<file path="src/hw/dtap_pkg.sv">
// Shared constants for the DS3 transmit alarm and pattern inserter.
// Assumes one 100 MHz clock domain; one line bit per accepted beat.
package dtap_pkg;

  // Host register map
  localparam logic [7:0] CFG_ADDR  = 8'h30;
  localparam logic [7:0] STAT_ADDR = 8'h3f;
  localparam logic [7:0] CFG_RESET = 8'h2b;

  // Configuration field positions
  localparam int CFG_YEL    = 7;
  localparam int CFG_XFORCE = 6;
  localparam int CFG_IDLE   = 5;
  localparam int CFG_AIS    = 4;
  localparam int CFG_LOS    = 3;
  localparam int CFG_AR_LOS = 2;
  localparam int CFG_AR_OOF = 1;
  localparam int CFG_AR_AIS = 0;

  // Status field positions
  localparam int ST_AUTO   = 0;
  localparam int ST_IDLE   = 1;
  localparam int ST_AIS    = 2;
  localparam int ST_LOS    = 3;
  localparam int ST_YEL    = 4;
  localparam int ST_XFORCE = 5;

  // M-frame geometry: 7 subframes, 8 blocks, 1 overhead + 84 payload bits
  localparam logic [2:0] LAST_SUB = 3'h6;
  localparam logic [2:0] LAST_BLK = 3'h7;
  localparam logic [6:0] LAST_BIT = 7'h54;

  // Overhead slot locations
  localparam logic [2:0] SUB_CP   = 3'h2;
  localparam logic [2:0] SUB_DL   = 3'h4;
  localparam logic [2:0] SUB_FEAC = 3'h0;
  localparam logic [2:0] BLK_FEAC = 3'h6;

  // Framing patterns, indexed F1..F4 and M1..M3
  localparam logic [3:0] F_PATTERN = 4'h9;
  localparam logic [2:0] M_PATTERN = 3'h2;

  // Payload buffer depth
  localparam int FIFO_DEPTH = 8;

endpackage

</file>
<file path="src/hw/dtap_framer.sv">
// DS3 transmit framer core with alarm and maintenance pattern override,
// plus the payload FIFO that feeds it.
// Assumes host port, receive flags and line side all run on mclk_i.
`timescale 1ns/1ns

module dtap_fifo #(
  parameter int DW    = 1,
  parameter int DEPTH = 8
) (
  input  wire logic          mclk_i,      // Core clock
  input  wire logic          rst_i,       // Async reset, high
  input  wire logic          ce_i,        // Clock enable
  input  wire logic [DW-1:0] in_data_i,   // Write data
  input  wire logic          in_valid_i,  // Write offered
  output logic               in_ready_o,  // Room available
  output logic      [DW-1:0] out_data_o,  // Head data
  output logic               out_valid_o, // Head present
  input  wire logic          out_ready_i  // Head taken
);

  localparam int AW = $clog2(DEPTH);
  localparam int CW = $clog2(DEPTH + 1);

  logic [DW-1:0] mem [DEPTH];
  logic [AW-1:0] wptr_q;
  logic [AW-1:0] rptr_q;
  logic [CW-1:0] cnt_q;
  logic [CW-1:0] cnt_d;
  logic          push;
  logic          pop;

  assign push        = ce_i & in_valid_i & in_ready_o;
  assign pop         = ce_i & out_valid_o & out_ready_i;
  assign out_valid_o = cnt_q != '0;
  assign out_data_o  = mem[rptr_q];

  // Occupancy after this beat
  always_comb begin
    cnt_d = cnt_q;
    if (push && !pop) begin
      cnt_d = cnt_q + CW'(1);
    end else if (pop && !push) begin
      cnt_d = cnt_q - CW'(1);
    end
  end

  // Storage has no reset; only written slots are ever read
  always_ff @(posedge mclk_i) begin
    if (push) begin
      mem[wptr_q] <= in_data_i;
    end
  end

  // Pointers wrap; depth is a power of two
  always_ff @(posedge mclk_i or posedge rst_i) begin
    if (rst_i) begin
      wptr_q <= '0;
      rptr_q <= '0;
    end else begin
      if (push) begin
        wptr_q <= wptr_q + AW'(1);
      end
      if (pop) begin
        rptr_q <= rptr_q + AW'(1);
      end
    end
  end

  // Ready is registered so the source sees a clean flop
  always_ff @(posedge mclk_i or posedge rst_i) begin
    if (rst_i) begin
      cnt_q      <= '0;
      in_ready_o <= 1'b1;
    end else if (ce_i) begin
      cnt_q      <= cnt_d;
      in_ready_o <= cnt_d != CW'(DEPTH);
    end
  end

endmodule

module dtap_framer #(
  parameter int FIFO_DEPTH = dtap_pkg::FIFO_DEPTH
) (
  input  wire logic       mclk_i,        // Core and line clock
  input  wire logic       rst_i,         // Async reset, high
  input  wire logic       ce_i,          // Clock enable
  input  wire logic [7:0] host_addr_i,   // Register address
  input  wire logic [7:0] host_wdata_i,  // Write data
  input  wire logic       host_wr_i,     // Write strobe
  input  wire logic       host_rd_i,     // Read strobe
  output logic      [7:0] host_rdata_o,  // Read data
  input  wire logic       pay_bit_i,     // Payload bit
  input  wire logic       pay_valid_i,   // Payload offered
  output logic            pay_ready_o,   // Payload taken
  input  wire logic       oh_bit_i,      // Overhead insert bit
  input  wire logic       oh_valid_i,    // Overhead insert valid
  input  wire logic       hdlc_bit_i,    // HDLC FEAC/DL bit
  input  wire logic       hdlc_en_i,     // HDLC active
  input  wire logic       rx_los_i,      // Near-end loss of signal
  input  wire logic       rx_oof_i,      // Near-end out of frame
  input  wire logic       rx_ais_i,      // Near-end AIS seen
  input  wire logic       line_ready_i,  // Line takes bit
  output logic            tx_bit_o,      // Line bit
  output logic            tx_valid_o,    // Line bit valid
  output logic            frame_start_o  // First bit of M-frame
);

  logic [7:0] cfg_q;
  logic [7:0] act_q;
  logic [2:0] sub_q;
  logic [2:0] blk_q;
  logic [6:0] bit_q;
  logic [1:0] pat_q;
  logic       par_acc_q;
  logic       par_q;
  logic       bit_d;

  logic adv;
  logic wrap;
  logic is_oh;
  logic is_x;
  logic is_p;
  logic is_m;
  logic is_f;
  logic is_c;
  logic is_pay;
  logic los_m;
  logic ais_m;
  logic idle_m;
  logic yel_m;
  logic xf_m;
  logic normal;
  logic auto_yel;
  logic f_bit;
  logic f_valid;
  logic f_pop;

  // A beat moves when the line has room or nothing is pending
  assign adv  = ce_i & (~tx_valid_o | line_ready_i);
  assign wrap = adv & (bit_q == dtap_pkg::LAST_BIT) & (blk_q == dtap_pkg::LAST_BLK)
              & (sub_q == dtap_pkg::LAST_SUB);

  // Slot decode within the M-frame
  assign is_oh  = bit_q == 7'h0;
  assign is_x   = is_oh & (blk_q == 3'h0) & (sub_q <= 3'h1);
  assign is_p   = is_oh & (blk_q == 3'h0) & (sub_q == 3'h2 || sub_q == 3'h3);
  assign is_m   = is_oh & (blk_q == 3'h0) & (sub_q >= 3'h4);
  assign is_f   = is_oh & blk_q[0];
  assign is_c   = is_oh & (blk_q != 3'h0) & ~blk_q[0];
  assign is_pay = ~is_oh;

  // Priority chain over the frame-latched controls
  assign los_m  = act_q[dtap_pkg::CFG_LOS];
  assign ais_m  = ~los_m & act_q[dtap_pkg::CFG_AIS];
  assign idle_m = ~los_m & ~ais_m & act_q[dtap_pkg::CFG_IDLE];
  assign yel_m  = ~los_m & ~ais_m & ~idle_m & act_q[dtap_pkg::CFG_YEL];
  assign xf_m   = ~los_m & ~ais_m & ~idle_m & ~yel_m & act_q[dtap_pkg::CFG_XFORCE];
  assign normal = ~los_m & ~ais_m & ~idle_m;

  // Remote alarm raised from receive red alarm conditions
  assign auto_yel = (act_q[dtap_pkg::CFG_AR_LOS] & rx_los_i)
                  | (act_q[dtap_pkg::CFG_AR_OOF] & rx_oof_i)
                  | (act_q[dtap_pkg::CFG_AR_AIS] & rx_ais_i);

  // Payload is held back, not discarded, while a pattern overrides it
  assign f_pop = adv & is_pay & normal & f_valid;

  dtap_fifo #(
    .DW    (1),
    .DEPTH (FIFO_DEPTH)
  ) u_dtap_fifo (
    .mclk_i      (mclk_i),
    .rst_i       (rst_i),
    .ce_i        (ce_i),
    .in_data_i   (pay_bit_i),
    .in_valid_i  (pay_valid_i),
    .in_ready_o  (pay_ready_o),
    .out_data_o  (f_bit),
    .out_valid_o (f_valid),
    .out_ready_i (f_pop)
  );

  // Host writes land in the shadow copy at once
  always_ff @(posedge mclk_i or posedge rst_i) begin
    if (rst_i) begin
      cfg_q <= dtap_pkg::CFG_RESET;
    end else if (ce_i && host_wr_i && host_addr_i == dtap_pkg::CFG_ADDR) begin
      cfg_q <= host_wdata_i;
    end
  end

  // Active copy follows only at frame wrap, so no frame is mixed
  always_ff @(posedge mclk_i or posedge rst_i) begin
    if (rst_i) begin
      act_q <= dtap_pkg::CFG_RESET;
    end else if (wrap) begin
      act_q <= cfg_q;
    end
  end

  // Registered read port; unmapped addresses read zero
  always_ff @(posedge mclk_i or posedge rst_i) begin
    if (rst_i) begin
      host_rdata_o <= 8'h00;
    end else if (ce_i && host_rd_i) begin
      unique case (host_addr_i)
        dtap_pkg::CFG_ADDR: begin
          host_rdata_o <= cfg_q;
        end
        dtap_pkg::STAT_ADDR: begin
          host_rdata_o <= {2'h0, xf_m, yel_m, los_m, ais_m, idle_m, auto_yel};
        end
        default: begin
          host_rdata_o <= 8'h00;
        end
      endcase
    end
  end

  // Bit, block and subframe position counters
  always_ff @(posedge mclk_i or posedge rst_i) begin
    if (rst_i) begin
      bit_q <= 7'h0;
      blk_q <= 3'h0;
      sub_q <= 3'h0;
    end else if (adv) begin
      if (bit_q == dtap_pkg::LAST_BIT) begin
        bit_q <= 7'h0;
        if (blk_q == dtap_pkg::LAST_BLK) begin
          blk_q <= 3'h0;
          sub_q <= (sub_q == dtap_pkg::LAST_SUB) ? 3'h0 : sub_q + 3'h1;
        end else begin
          blk_q <= blk_q + 3'h1;
        end
      end else begin
        bit_q <= bit_q + 7'h1;
      end
    end
  end

  // Fill pattern phase restarts each frame so every frame opens alike
  always_ff @(posedge mclk_i or posedge rst_i) begin
    if (rst_i) begin
      pat_q <= 2'h0;
    end else if (wrap) begin
      pat_q <= 2'h0;
    end else if (adv && is_pay) begin
      pat_q <= pat_q + 2'h1;
    end
  end

  // Next line bit from slot, mode and sources
  always_comb begin
    bit_d = 1'b1;
    if (los_m) begin
      bit_d = 1'b0;
    end else if (is_x) begin
      if (ais_m || idle_m) begin
        bit_d = 1'b1;
      end else if (yel_m) begin
        bit_d = 1'b0;
      end else if (xf_m) begin
        bit_d = 1'b1;
      end else if (oh_valid_i) begin
        bit_d = oh_bit_i;
      end else begin
        bit_d = ~auto_yel;
      end
    end else if (is_f) begin
      bit_d = dtap_pkg::F_PATTERN[blk_q[2:1]];
    end else if (is_m) begin
      bit_d = dtap_pkg::M_PATTERN[sub_q[1:0]];
    end else if (is_p) begin
      bit_d = par_q;
    end else if (is_c) begin
      if (ais_m) begin
        bit_d = 1'b0;
      end else if (idle_m && sub_q == dtap_pkg::SUB_CP) begin
        bit_d = 1'b0;
      end else if (oh_valid_i) begin
        bit_d = oh_bit_i;
      end else if (hdlc_en_i && (sub_q == dtap_pkg::SUB_DL
                   || (sub_q == dtap_pkg::SUB_FEAC && blk_q == dtap_pkg::BLK_FEAC))) begin
        bit_d = hdlc_bit_i;
      end else if (sub_q == dtap_pkg::SUB_CP) begin
        bit_d = par_q;
      end else begin
        bit_d = 1'b1;
      end
    end else if (ais_m) begin
      bit_d = ~pat_q[0];
    end else if (idle_m) begin
      bit_d = ~pat_q[1];
    end else if (f_valid) begin
      bit_d = f_bit;
    end else begin
      bit_d = 1'b1;
    end
  end

  // Parity over sent payload feeds the next frame's P and CP bits
  always_ff @(posedge mclk_i or posedge rst_i) begin
    if (rst_i) begin
      par_acc_q <= 1'b0;
      par_q     <= 1'b0;
    end else if (wrap) begin
      par_acc_q <= 1'b0;
      par_q     <= par_acc_q ^ bit_d;
    end else if (adv && is_pay) begin
      par_acc_q <= par_acc_q ^ bit_d;
    end
  end

  // Line output register; holds while the line stalls
  always_ff @(posedge mclk_i or posedge rst_i) begin
    if (rst_i) begin
      tx_bit_o      <= 1'b0;
      tx_valid_o    <= 1'b0;
      frame_start_o <= 1'b0;
    end else if (adv) begin
      tx_bit_o      <= bit_d;
      tx_valid_o    <= 1'b1;
      frame_start_o <= (sub_q == 3'h0) && (blk_q == 3'h0) && is_oh;
    end
  end
endmodule

</file>
<file path="config.mk">
export PLATFORM = sky130hd
export DESIGN_NAME = dtap_framer
export DESIGN_NICKNAME = d
export VERILOG_FILES = /design/src/hw/dtap_pkg.sv /design/src/hw/dtap_framer.sv
export SDC_FILE = /design/constraint.sdc
export NUM_CORES = 1
export LEC_CHECK = 0
export BUFFER_PORTS_ARGS = -buffer_cell sky130_fd_sc_hd__clkbuf_2
export CORE_MARGIN = 3
export CORE_UTILIZATION = 38
export CTS_BUF_LIST = sky130_fd_sc_hd__clkbuf_8
export CTS_CLUSTER_DIAMETER = 150
export DETAILED_ROUTE_END_ITERATION = 8
export GPL_TIMING_DRIVEN = 1
export SLEW_MARGIN = 0
export SYNTH_ARGS = -nofsm -noshare
export SYNTH_HDL_FRONTEND = slang
export SYNTH_SLANG_ARGS = --single-unit
</file>
<file path="constraint.sdc">
create_clock -name mclk_i -period 3.1 [get_ports mclk_i]
set_input_delay 0.62 -clock mclk_i [delete_from_list [all_inputs] [get_ports mclk_i]]
set_output_delay 0.62 -clock mclk_i [all_outputs]
set_load 0.02 [all_outputs]
</file>
After elaboration in Yosys (flattened, before gate mapping)
Memories as Yosys holds them, arrays and structs flattened.
Index checks and enable logic that the tools add are counted.
{"block": "op_classes", "n_addsub": 8, "magnitude_cmp": 4, "n_eq_ne": 10, "muxes": 34, "bitwise": 42, "reduce_logical": 24}
{"op": "AND 1 bit", "n": 28}
{"op": "two-way mux 1 bit", "n": 24}
{"op": "== test 8 x 6 -> 1 bit, second input constant", "n": 2}
{"op": "one-hot mux 8 bit (2 select lines)", "n": 1}
{"op": "adder 3 x 1 -> 3 bit, second input constant", "n": 4}
{"op": "== test 3 bit, second input constant", "n": 4}
{"op": "logical AND 1 bit", "n": 11}
{"op": "NOT 1 bit", "n": 10}
{"op": "two-way mux 4 bit", "n": 2}
{"op": "adder 7 x 1 -> 7 bit, second input constant", "n": 1}
{"op": "== test 7 bit, second input constant", "n": 1}
{"op": "logical NOT 7 bit", "n": 1}
{"op": "two-way mux 7 bit", "n": 1}
{"op": "== test 3 x 2 -> 1 bit, second input constant", "n": 2}
{"op": "logical NOT 3 bit", "n": 2}
{"op": "< comparator 2 x 3 -> 1 bit, second input constant", "n": 2}
{"op": "two-way mux 3 bit", "n": 2}
{"op": "adder 4 x 1 -> 4 bit, second input constant", "n": 1}
{"op": "binary-select mux 1 bit (select 2 bit)", "n": 2}
{"op": "two-way mux 2 bit", "n": 2}
{"op": "inequality test 4 bit, second input constant", "n": 1}
{"op": "nonzero test 4 bit", "n": 1}
{"op": "subtractor 4 x 1 -> 4 bit, second input constant", "n": 1}
{"op": "greater-or-equal comparator 3 bit, second input constant", "n": 1}
{"op": "other kinds (10)", "n": 15}
{"block": "word_totals", "regBits": 55, "ram_bits": 8, "output_inout_bits": 12, "mem_count": 1}
{"memory": "u_dtap_fifo.mem", "depth": 8, "word_bits": 1, "read_ports": 1, "rd_ports_with_merged_regs": 0, "write_ports": 1, "line_no": "dtap_framer.sv:24", "source": "logic [DW-1:0] mem [DEPTH];"}

Logic depth before layout (Yosys ltp)
Gate-level depths: netlist (run 1).
{"block": "logic_depth", "ltp_word": 19, "mapped_depth": 12, "mapped_depth_nobuf": 9}

Hierarchy
Synthesis (run 1) repeated with hierarchy kept, for this count alone.
{"block": "unflattened", "cells_unflattened": 315, "hier_area_um2": 3338.2}
{"module": "dtap_framer", "n_inst": 1, "cells_each": 228, "area_each_um2": 2343.5, "seq_area_each_um2": 1111.1}
{"module": "dtap_fifo", "n_inst": 1, "cells_each": 87, "area_each_um2": 994.7, "seq_area_each_um2": 516.7}

Worst setup path after synthesis (run 1)
Ideal clock, no wire load.
{"block": "synth_path", "path_kind": "input to register", "startpoint": "in host_addr_i[1]", "endpoint": "reg cfg_q[2]", "setup_time_ns": 0.125, "arrival_time_ns": 2.151, "setup_slack_ns": 0.824, "cell_stages": 5, "n_path_buf": 1, "path_cell_list": "or4_1 -> nor2_1 -> and3_1 -> buf_2 -> mux2_2"}
{"block": "synth_between", "elab_chain_len": 2}
{"item": "start: declaration", "line_no": "dtap_framer.sv:88", "source": "input wire logic [7:0] host_addr_i,"}
{"item": "== test 8 x 6 -> 1 bit", "line_no": "dtap_framer.sv:188", "source": "end else if (ce_i && host_wr_i && host_addr_i == dtap_pkg::CFG_ADDR) begin"}
{"item": "logical AND 1 bit", "line_no": "dtap_framer.sv:188"}
{"item": "end signal: assignment", "line_no": "dtap_framer.sv:187", "source": "cfg_q <= dtap_pkg::CFG_RESET;"}
{"item": "end signal: assignment", "line_no": "dtap_framer.sv:189", "source": "cfg_q <= host_wdata_i;"}
{"item": "end: declaration", "line_no": "dtap_framer.sv:109", "source": "logic [7:0] cfg_q;"}
No other way between the ends.
A chain may end at the register's enable or synchronous reset.

Worst setup path after layout (run 1)
{"block": "layout_path", "startpoint": "reg act_q[4]", "endpoint": "reg u_dtap_fifo.in_ready_o"}
{"block": "layout_between", "elab_chain_len": 13}
{"item": "start: declaration", "line_no": "dtap_framer.sv:110", "source": "logic [7:0] act_q;"}
{"item": "start signal: assignment", "line_no": "dtap_framer.sv:196", "source": "act_q <= dtap_pkg::CFG_RESET;"}
{"item": "start signal: assignment", "line_no": "dtap_framer.sv:198", "source": "act_q <= cfg_q;"}
{"item": "AND 1 bit *", "line_no": "dtap_framer.sv:155", "source": "assign ais_m = ~los_m & act_q[dtap_pkg::CFG_AIS];"}
{"item": "NOT 1 bit *", "line_no": "dtap_framer.sv:156, dtap_framer.sv:159"}
{"item": "AND 1 bit *", "line_no": "dtap_framer.sv:156, dtap_framer.sv:159"}
{"item": "AND 1 bit", "line_no": "dtap_framer.sv:156", "source": "assign idle_m = ~los_m & ~ais_m & act_q[dtap_pkg::CFG_IDLE];"}
{"item": "NOT 1 bit", "line_no": "dtap_framer.sv:159", "source": "assign normal = ~los_m & ~ais_m & ~idle_m;"}
{"item": "AND 1 bit *", "line_no": "dtap_framer.sv:159"}
{"item": "AND 1 bit * (2 in a row)", "line_no": "dtap_framer.sv:167", "source": "assign f_pop = adv & is_pay & normal & f_valid;"}
{"item": "AND 1 bit *", "line_no": "dtap_framer.sv:33", "source": "assign pop = ce_i & out_valid_o & out_ready_i;"}
{"item": "logical AND 1 bit or logical NOT 1 bit (tied branches)", "line_no": "dtap_framer.sv:42, dtap_framer.sv:40"}
{"item": "two-way mux 4 bit or logical AND 1 bit (tied branches)", "line_no": "dtap_framer.sv:42, dtap_framer.sv:40"}
{"item": "two-way mux 4 bit *", "line_no": "dtap_framer.sv:40", "source": "if (push && !pop) begin"}
{"item": "inequality test 4 bit *", "line_no": "dtap_framer.sv:76", "source": "in_ready_o <= cnt_d != CW'(DEPTH);"}
{"item": "end signal: assignment", "line_no": "dtap_framer.sv:76"}
{"item": "end: declaration", "line_no": "dtap_framer.sv:15", "source": "output logic in_ready_o,"}
Every way passes the cells marked *; elsewhere a longest branch is shown, timed or not.

==> results by group, run 1 <==
Synth
  – Post-synthesis simple-gate area fraction: 0.203
  – Post-synthesis register bit count: 63
  – Synth Flop Type: dfrtp_1
  – Cell count after synthesis: between 300 and 400
  – Post-synth cell types: 59
  – Cell taking the most area after synthesis: dfrtp_1
  – Largest family of logic cells by synthesized area: simple AND/OR/NAND/NOR gates
  – Asr flop ratio synth: 0.873
  – Syn Area/Cell: about 10 µm²
  – Synth Cell Area: about 3300 µm²
  – Xor/xnor cell area share of the yosys netlist: 0.0289
  – Ys Warns: 0
  – Post-Synth Adder-Cell Area: 0.0450
  – Mux cell area share after synthesis: 0.0517
  – Synth Area in Compound Gates: 0.145
  – Synth Net Count: approximately 380
  – Post-synthesis sequential area ratio: 0.488
  – Post-synth top area share: 0.345
  – Synth area leaders: dfrtp_1, edfxtp_1, dfstp_2
  – Number of synthesized flops with an enable pin: 8

Finish
  – Leading cell type in the layout, fill and taps excluded: nand2_1
  – Antenna cell count: 0
  – Nets@finish: ~420
  – Layout cells sized above 1: 0.229
  – Area grow syn2layout: 13.5%
  – Non-Filler Instances: a little under 500
  – Most frequent cells in the layout: nand2_1, dfrtp_1, clkbuf_2, o21ai_0, nor2_1

Clocking
  – Post-CTS sizing: 0
  – CTS buffer count: 9
  – Reg clk slew, reported paths: roughly 0.070 ns
  – Clk buf depth: 2
  – Root Driver: clkbuf_8
  – CTS HTree Levels: 3
  – Post-CTS Setup Inserts: 0
  – Sink Count: 63
  – Clock latency on the worst-skew pair: ~0.34 ns
  – Post-CTS Hold Buffers: 0
  – CTS tree: yes

Place
  – Dpl ws: 0.633 ns
  – Port bufs: 42
  – Hpwl dp: roughly 5.3 mm
  – Placed insts: around 470
  – Gp weighted congestion: 0.873

STA
  – Final setup fails: 0
  – Max-Slew Margin vs Limit: 0.616
  – Max Fclk: 403 MHz
  – Worst Skew: roughly 0.014 ns
  – Fin crit period: around 2.5 ns
  – Final Worst Setup Slack: around 0.62 ns
  – Period utilization: 0.800
  – Final hold violations: 0
  – Worst-Margin Slew: between 0.5 and 0.6 ns
  – Setup TNS: 0 ns
  – Unrepaired setup endpoints after global routing: false
  – Final Slew Violations: 0

Drt
  – WL/cell: ~15 µm
  – DRT iter0 DRCs: ~110
  – Vias/cell: approximately 5.4
  – Vias: ~2600
  – Routed Antenna Nets: 0
  – # DRC: 0
  – Pre-antenna DRT Iters: 4
  – Total Routed Length: around 7 mm

Pwr
  – Power Dens Cells: 566 nW/µm²
  – Worst VDD drop: ~360 µV
  – Pleak: ~0.0017 µW

Die
  – Core box area: about 8400 µm²
  – Die Y-Extent: ~100 µm
  – # rows: 33
  – Io pins: 43
  – Die area: roughly 9900 µm²
  – Die width: ~100 µm
  – Initial core utilization: 0.398

Job
  – Max Cap Viol: 0

Setup path
  – Setup Crit Path Kind: register to register
  – WP data arrival: ~2.8 ns
  – Nature of the critical path endpoint: register
  – Crit-path max FO: 11
  – Critical Path RT: 3.38 ns
  – CP Launch Type: register

Global routing
  – Gr usage total: 0.155
  – Total grt overflow: 0
  – Largest net degree at the start of global routing: 30
  – Number of global-route vias before repair: approximately 2500
  – Initial antenna violation count: 0
  – First-pass GRT wire length: approximately 12 mm

Worst hold path
  – Worst hold path class: input port to asynchronous set/reset pin

Run status
  – Status: completed
[through the flow]
| stage | hold slack, ns | cell area, µm² | util | power (µW) |
|---|---|---|---|---|
| after detailed placement | 0.456 | 3620 | 0.432 | 1540 |
| final | 0.201 | 3790 | 0.452 | 2140 |
| after global routing | 0.203 | 3790 | 0.452 | 2300 |
| after floorplan | 0.439 | 3340 | - | 1410 |
| after global placement | 0.462 | 3620 | 0.432 | 1530 |
| after CTS | 0.201 | 3790 | 0.452 | 2170 |
[metal layers]
layer  global-route usage  vias up  wire length (µm)
met5                    0        -                 0
met4               0.0588        0                91
met3               0.0421       10               396
met2                0.220       62              3230
met1                0.226     1256              3490
li1                     -     1291                 -
[logic make-up (layout without fill, tap and decap cells)]
kind of cell             count (synthesis)  in the layout
AND/OR/NAND/NOR                        136            136
AO/OA/AOI/OAI                           73             73
flip-flops                              63             63
buffers and inverters                   24             73
multiplexers                            16             16
adder cells (fa/ha/maj)                 12             12
XOR/XNOR                                11             11
[layout make-up]
class,instances,area [µm²]
Fill cell,824,4590
Clock buffer,9,124
Clock inverter,7,42.5
Timing Repair Buffer,46,240
Multi-Input combinational cell,248,1580
Inverter,11,41.3
Sequential cell,63,1630
Tap cell,105,131
[worst paths after layout]
kind / startpoint / end / slack, ns / cells after the start
min: rst_i / u_dtap_fifo.cnt_q[3] / 0.20 / 2
min in group mclk_i: cfg_q[0] / act_q[0] / 0.46 / 2
max: act_q[4] / u_dtap_fifo.in_ready_o / 0.62 / 7
max reg2reg: act_q[4] / u_dtap_fifo.in_ready_o / 0.62 / 7
min reg2reg: cfg_q[0] / act_q[0] / 0.46 / 2
max in group asynchronous: rst_i / cfg_q[0] / 2.18 / 3
[cell usage after synthesis, types with 7 or more instances]
cell	count
edfxtp_1	8
nor2_1	20
inv_1	11
mux2_2	10
o21ai_0	25
nand2_1	60
a21oi_1	10
dfrtp_1	46
ha_1	12
nor3_1	7
nand3_1	8
dfstp_2	9
xnor2_1	8
[critical path, cell delays in order (launching register included)]
cell,delay (ns)
dfrtp_1,0.43
nor3_1,0.49
nor2b_1,0.27
nand3_1,0.39
nor2_1,0.36
a21oi_1,0.12
o2111ai_1,0.22
o22a_1,0.16
[power by group]
group          leakage (µW)  internal (µW)  switching [µW]
Clock             0.0000916            284             333
Sequential         0.000766            948             141
Combinational      0.000858            193             245
[state kept, by name, indices dropped and copies added, names as in the netlist]
name,flops
act_q,8
cfg_q,8
host_rdata_o,8
u_dtap_fifo.mem,8
bit_q,7
u_dtap_fifo.cnt_q,4
blk_q,3
sub_q,3
u_dtap_fifo.rptr_q,3
u_dtap_fifo.wptr_q,3
pat_q,2
frame_start_o,1
par_acc_q,1
par_q,1
tx_bit_o,1
tx_valid_o,1
u_dtap_fifo.in_ready_o,1
Note: power is estimated with default switching activity, not from simulation.
==> inputs of run 2 (changes only) <==
- clock period: 3.1 -> 2.3 ns (I/O delays scaled with it)
==> results by group, run 2 (same netlist as run 1, synthesis figures left out) <==
Run status
  – Status: completed (unchanged)

Finish
  – Layout cells sized above 1: 0.286 (was 0.229)
  – Antenna cell count: 0 (unchanged)
  – Utilization after layout: 0.478 (was 0.452)
  – Most frequent cells in the layout: nand2_1, dfrtp_1, clkbuf_2, o21ai_0, nor2_1 (unchanged)
  – Leading cell type in the layout, fill and taps excluded: nand2_1 (unchanged)
  – Area grow syn2layout: 20.0% (was 13.5%)
  – Nets@finish: 437 (was 422)

Place
  – Hpwl dp: 5.32 mm (was 5.26 mm)
  – Gp weighted congestion: 0.837 (was 0.873)
  – Port bufs: 42 (unchanged)

Setup path
  – CP max stage cell: or4_1 (was nor3_1)
  – Critical Path RT: 2.59 ns (was 3.38 ns)
  – Crit path buffers/inverters: 1 (was 0)
  – WP data arrival: 2.48 ns (was 2.76 ns)
  – FF-to-FF setup slack: 0.11 ns (was 0.62 ns)
  – Nature of the critical path endpoint: register (unchanged)
  – Reg-to-Reg End: par_q (was u_dtap_fifo.in_ready_o)
  – CP Launch Type: register (unchanged)
  – Worst r2r src: bit_q[1] (was act_q[4])
  – Delay-heaviest family, CP: simple AND/OR/NAND/NOR gates (unchanged)
  – Cell Chain, Critical Path: inv_1, ha_1, nor3b_4, nand2_2, or3_4, o2111ai_2, o211ai_1, or4_1, nand2_1 (was nor3_1, nor2b_1, nand3_1, nor2_1, a21oi_1, o2111ai_1, o22a_1)
  – Crit-path max FO: 4 (was 11)
  – Setup Crit Path Kind: register to register (unchanged)
  – Critical path's largest stage delay: 0.49 ns (about the same)
  – Reg2Reg Depth: 9 (was 7)

Drt
  – Routed Antenna Nets: 0 (unchanged)
  – DRT iter0 DRCs: 90 (was 107)
  – Vias/cell: 5.26 (was 5.36)
  – Pre-antenna DRT Iters: 5 (was 4)
  – Vias: 2653 (was 2619)
  – Total Routed Length: 7.29 mm (was 7.20 mm)
  – # DRC: 0 (unchanged)
  – WL/cell: 14.5 µm (was 14.7 µm)

Global routing
  – Number of global-route vias before repair: 2607 (was 2520)
  – Gr usage total: 0.154 (was 0.155)
  – Largest net degree at the start of global routing: 27 (was 30)
  – First-pass GRT wire length: 12.3 mm (was 12.4 mm)
  – Initial antenna violation count: 0 (unchanged)
  – Total grt overflow: 0 (unchanged)

STA
  – Worst Skew: 0.0106 ns (was 0.0142 ns)
  – Final Slew Violations: 0 (unchanged)
  – Period utilization: 0.951 (was 0.800)
  – Final setup fails: 0 (unchanged)
  – Max Fclk: 457 MHz (was 403 MHz)
  – Worst-Margin Slew: 0.550 ns (was 0.568 ns)
  – Final hold violations: 0 (unchanged)
  – WHS: 0.143 ns (was 0.201 ns)
  – Max-Slew Margin vs Limit: 0.633 (was 0.616)
  – Fin crit period: 2.19 ns (was 2.48 ns)

Clocking
  – CTS buffer count: 9 (unchanged)
  – Clk buf depth: 2 (unchanged)
  – Reg clk slew, reported paths: 0.08 ns (was 0.07 ns)
  – CTS tree: yes (unchanged)
  – Sink Count: 63 (unchanged)
  – Post-CTS Hold Buffers: 0 (unchanged)
  – Root Driver: clkbuf_8 (unchanged)
  – CTS HTree Levels: 3 (unchanged)
  – Clock latency on the worst-skew pair: 0.34 ns (about the same)

Die
  – Initial core utilization: 0.398 (unchanged)
  – Die Y-Extent: 99.7 µm (unchanged)
  – # rows: 33 (unchanged)
  – Core box area: 8380 µm² (unchanged)
  – Die width: 99.7 µm (unchanged)
  – Die area: 9940 µm² (unchanged)
  – Io pins: 43 (unchanged)

Worst hold path
  – Worst hold path class: input port to asynchronous set/reset pin (unchanged)

Pwr
  – Pleak: 0.00183 µW (was 0.00172 µW)
  – Worst VDD drop: 437 µV (was 365 µV)
  – Power Dens Cells: 808 nW/µm² (was 566 nW/µm²)

Job
  – Max Cap Viol: 0 (unchanged)
run 2: changes by cell type in the layout (fill, tap and decap cells not counted), sizes merged:
cell / previous run / this run
buf: 4 / 19
clkbuf: 51 / 52
clkinvlp: 1 / 0
inv: 13 / 11
bufinv: 0 / 2
run 2: power breakdown:
group	internal, µW	switching (µW)	leakage, µW	total [µW]
sequential	1280	165	0.000766	1440
clock	635	435	0.000116	1070
combinational	340	381	0.000943	721
run 2: timing repair:
action,4_1_cts,5_1_grt
buffers inserted,0,3
endpoints found under the setup margin,0,14
gates resized for setup,0,11
run 2: layout make-up:
| class | instances | area (µm²) |
|---|---|---|
| timing repair buffer | 61 | 365 |
| sequential | 63 | 1630 |
| inverter | 11 | 41.3 |
| tap | 105 | 131 |
| fill | 803 | 4380 |
| clock inverter | 6 | 83.8 |
| multi-input combinational | 248 | 1620 |
| clock buffer | 10 | 138 |
run 2: stage by stage:
stage / total power (µW) / cell area, µm² / cells / TNS, ns / worst slack (ns)
after CTS: 3200 / 3950 / 501 / 0 / 0.0378
after detailed placement: 2120 / 3720 / 485 / 0 / 0.0601
after floorplan: 1890 / 3340 / 335 / 0 / 0.0860
final: 3230 / 4000 / 504 / 0 / 0.112
after global placement: 2100 / 3720 / 485 / 0 / 0.104
after global routing: 3430 / 4000 / 504 / -0.00782 / -0.00782
run 2: how the worst max path moves through the flow:
stage	cells after the start	end	startpoint	slack, ns
finish	9	par_q	bit_q[1]	0.11
detailed placement	9	par_q	bit_q[1]	0.06
global route	9	par_q	bit_q[1]	-0.008
CTS	9	par_q	bit_q[1]	0.04
global placement	9	par_q	bit_q[1]	0.10
floorplan	12	par_q	bit_q[0]	0.09
run 2: metal layers:
metal,share of wire,vias up,GRT usage
li1,-,1316,-
met1,0.48,1275,0.203
met2,0.46,56,0.249
met3,0.050,6,0.0435
met4,0.0070,0,0.0410
met5,0,-,0
==> inputs of run 3 (changes only) <==
--- a/config.mk
+++ b/config.mk
@@ -7,5 +7,5 @@
 export LEC_CHECK = 0
 export BUFFER_PORTS_ARGS = -buffer_cell sky130_fd_sc_hd__clkbuf_2
-export CORE_MARGIN = 3
+export CORE_MARGIN = 2
 export CORE_UTILIZATION = 38
 export CTS_BUF_LIST = sky130_fd_sc_hd__clkbuf_8
==> constraint.sdc (replaced) <==
create_clock -name mclk_i -period 2.3 [get_ports mclk_i]
set_input_delay 0.46 -clock mclk_i [delete_from_list [all_inputs] [get_ports mclk_i]]
set_output_delay 0.46 -clock mclk_i [all_outputs]
set_load 0.01 [all_outputs]
==> results by group, run 3 (same netlist as run 1, synthesis figures left out) <==
Global routing
  – Total grt overflow: 0 (unchanged)
  – Gr usage total: 0.157 (was 0.154)
  – Largest net degree at the start of global routing: 31 (was 27)
  – Initial antenna violation count: 0 (unchanged)
  – First-pass GRT wire length: 12.1 mm (was 12.3 mm)
  – Number of global-route vias before repair: 2517 (was 2607)

Die
  – Die Y-Extent: 97.7 µm (was 99.7 µm)
  – Core box area: 8640 µm² (was 8380 µm²)
  – Initial core utilization: 0.386 (was 0.398)
  – Die area: 9550 µm² (was 9940 µm²)
  – Io pins: 43 (unchanged)
  – # rows: 34 (was 33)
  – Die width: 97.7 µm (was 99.7 µm)

Place
  – Port bufs: 42 (unchanged)
  – Hpwl dp: 5.24 mm (was 5.32 mm)
  – Gp weighted congestion: 0.838 (was 0.837)
  – Placed insts: 485 (unchanged)

Worst hold path
  – Worst hold path class: input port to asynchronous set/reset pin (unchanged)

Drt
  – Total Routed Length: 7.28 mm (was 7.29 mm)
  – Vias: 2681 (was 2653)
  – # DRC: 0 (unchanged)
  – Pre-antenna DRT Iters: 4 (was 5)
  – Vias/cell: 5.34 (was 5.26)
  – DRT iter0 DRCs: 82 (was 90)
  – Routed Antenna Nets: 0 (unchanged)
  – WL/cell: 14.5 µm (about the same)

Clocking
  – CTS buffer count: 9 (unchanged)
  – Root Driver: clkbuf_8 (unchanged)
  – Clk buf depth: 2 (unchanged)
  – Sink Count: 63 (unchanged)
  – CTS HTree Levels: 3 (unchanged)
  – Post-CTS Hold Buffers: 0 (unchanged)
  – Reg clk slew, reported paths: 0.07 ns (was 0.08 ns)
  – Clock latency on the worst-skew pair: 0.34 ns (about the same)
  – CTS tree: yes (unchanged)

Pwr
  – Pleak: 0.00180 µW (was 0.00183 µW)
  – Power Dens Cells: 822 nW/µm² (was 808 nW/µm²)
  – Worst VDD drop: 375 µV (was 437 µV)

Finish
  – Leading cell type in the layout, fill and taps excluded: nand2_1 (unchanged)
  – Nets@finish: 432 (was 437)
  – Area grow syn2layout: 19.5% (was 20.0%)
  – Fill count: 859 (was 803)
  – Layout cells sized above 1: 0.272 (was 0.286)
  – Antenna cell count: 0 (unchanged)
  – Utilization after layout: 0.462 (was 0.478)
  – Most frequent cells in the layout: nand2_1, dfrtp_1, clkbuf_2, o21ai_0, nor2_1 (unchanged)
  – Non-Filler Instances: 502 (was 504)

Setup path
  – Setup Crit Path Kind: register to register (unchanged)
  – Reg2Reg Depth: 9 (unchanged)
  – CP Launch Type: register (unchanged)
  – Nature of the critical path endpoint: register (unchanged)
  – Critical Path RT: 2.59 ns (about the same)
  – Crit-path max FO: 4 (unchanged)
  – WP data arrival: 2.48 ns (about the same)

STA
  – Setup TNS: 0 ns (unchanged)
  – Unrepaired setup endpoints after global routing: true
  – Final Slew Violations: 0 (unchanged)
  – Final hold violations: 0 (unchanged)
  – Worst Skew: 0.00730 ns (was 0.0106 ns)
  – Worst-Margin Slew: 0.609 ns (was 0.550 ns)
  – Final setup fails: 0 (unchanged)
  – Max-Slew Margin vs Limit: 0.594 (was 0.633)
  – Max Fclk: 455 MHz (was 457 MHz)
  – Fin crit period: 2.20 ns (was 2.19 ns)
  – Period utilization: 0.955 (was 0.951)

Run status
  – Status: completed (unchanged)

Job
  – Max Cap Viol: 0 (unchanged)
run 3: per-stage QoR:
stage	hold slack, ns	total power (µW)	area, µm²	worst slack (ns)
2_1_floorplan	0.439	1890	3340	0.0860
3_3_place_gp	0.452	2080	3710	0.0842
3_5_place_dp	0.454	2110	3710	0.0342
4_1_cts	0.183	3260	3950	0.0243
5_1_grt	0.208	3470	3990	-0.0472
6_report	0.166	3280	3990	0.104
run 3: area by class of cell:
cell class                      count  area, µm²  area share
Inverter                           11       41.3      0.0104
Clock inverter                      4       76.3      0.0191
Clock buffer                       12        165      0.0414
Tap cell                          108        135      0.0339
Multi-Input combinational cell    248       1610       0.405
Sequential cell                    63       1630       0.408
Timing Repair Buffer               56        328      0.0822
run 3: worst paths after layout:
path	start	end	slack [ns]
max	bit_q[1]	par_q	0.10
min	rst_i	frame_start_o	0.17
max reg2reg	bit_q[1]	par_q	0.10
min reg2reg	act_q[0]	act_q[0]	0.46
max in group asynchronous	rst_i	cfg_q[3]	1.48
min in group mclk_i	ce_i	tx_valid_o	0.34
run 3: repair_timing:
item	in CTS	in global routing
setup endpoints to repair	0	5
buffers inserted	0	1
resized for setup	0	8
run 3: where the power goes:
group | total [µW] | internal (µW) | switching [µW]
sequential | 1450 | 1280 | 169
combinational | 684 | 311 | 373
clock | 1150 | 701 | 446
run 3: critical path, cell delays in order, from the launching register on:
cell       delay, ns
dfrtp_1         0.40
inv_1           0.08
ha_1            0.15
nor3b_4         0.22
nand2_2         0.09
or3_4           0.39
o2111ai_2       0.09
o211ai_1        0.18
or4_1           0.48
nand2_1         0.07
run 3: per-layer routing:
layer,GRT usage,wire length (µm),vias to the layer above
li1,-,-,1309
met1,0.214,3490,1287
met2,0.240,3270,75
met3,0.0482,413,10
met4,0.0513,93,0
met5,0,0,-
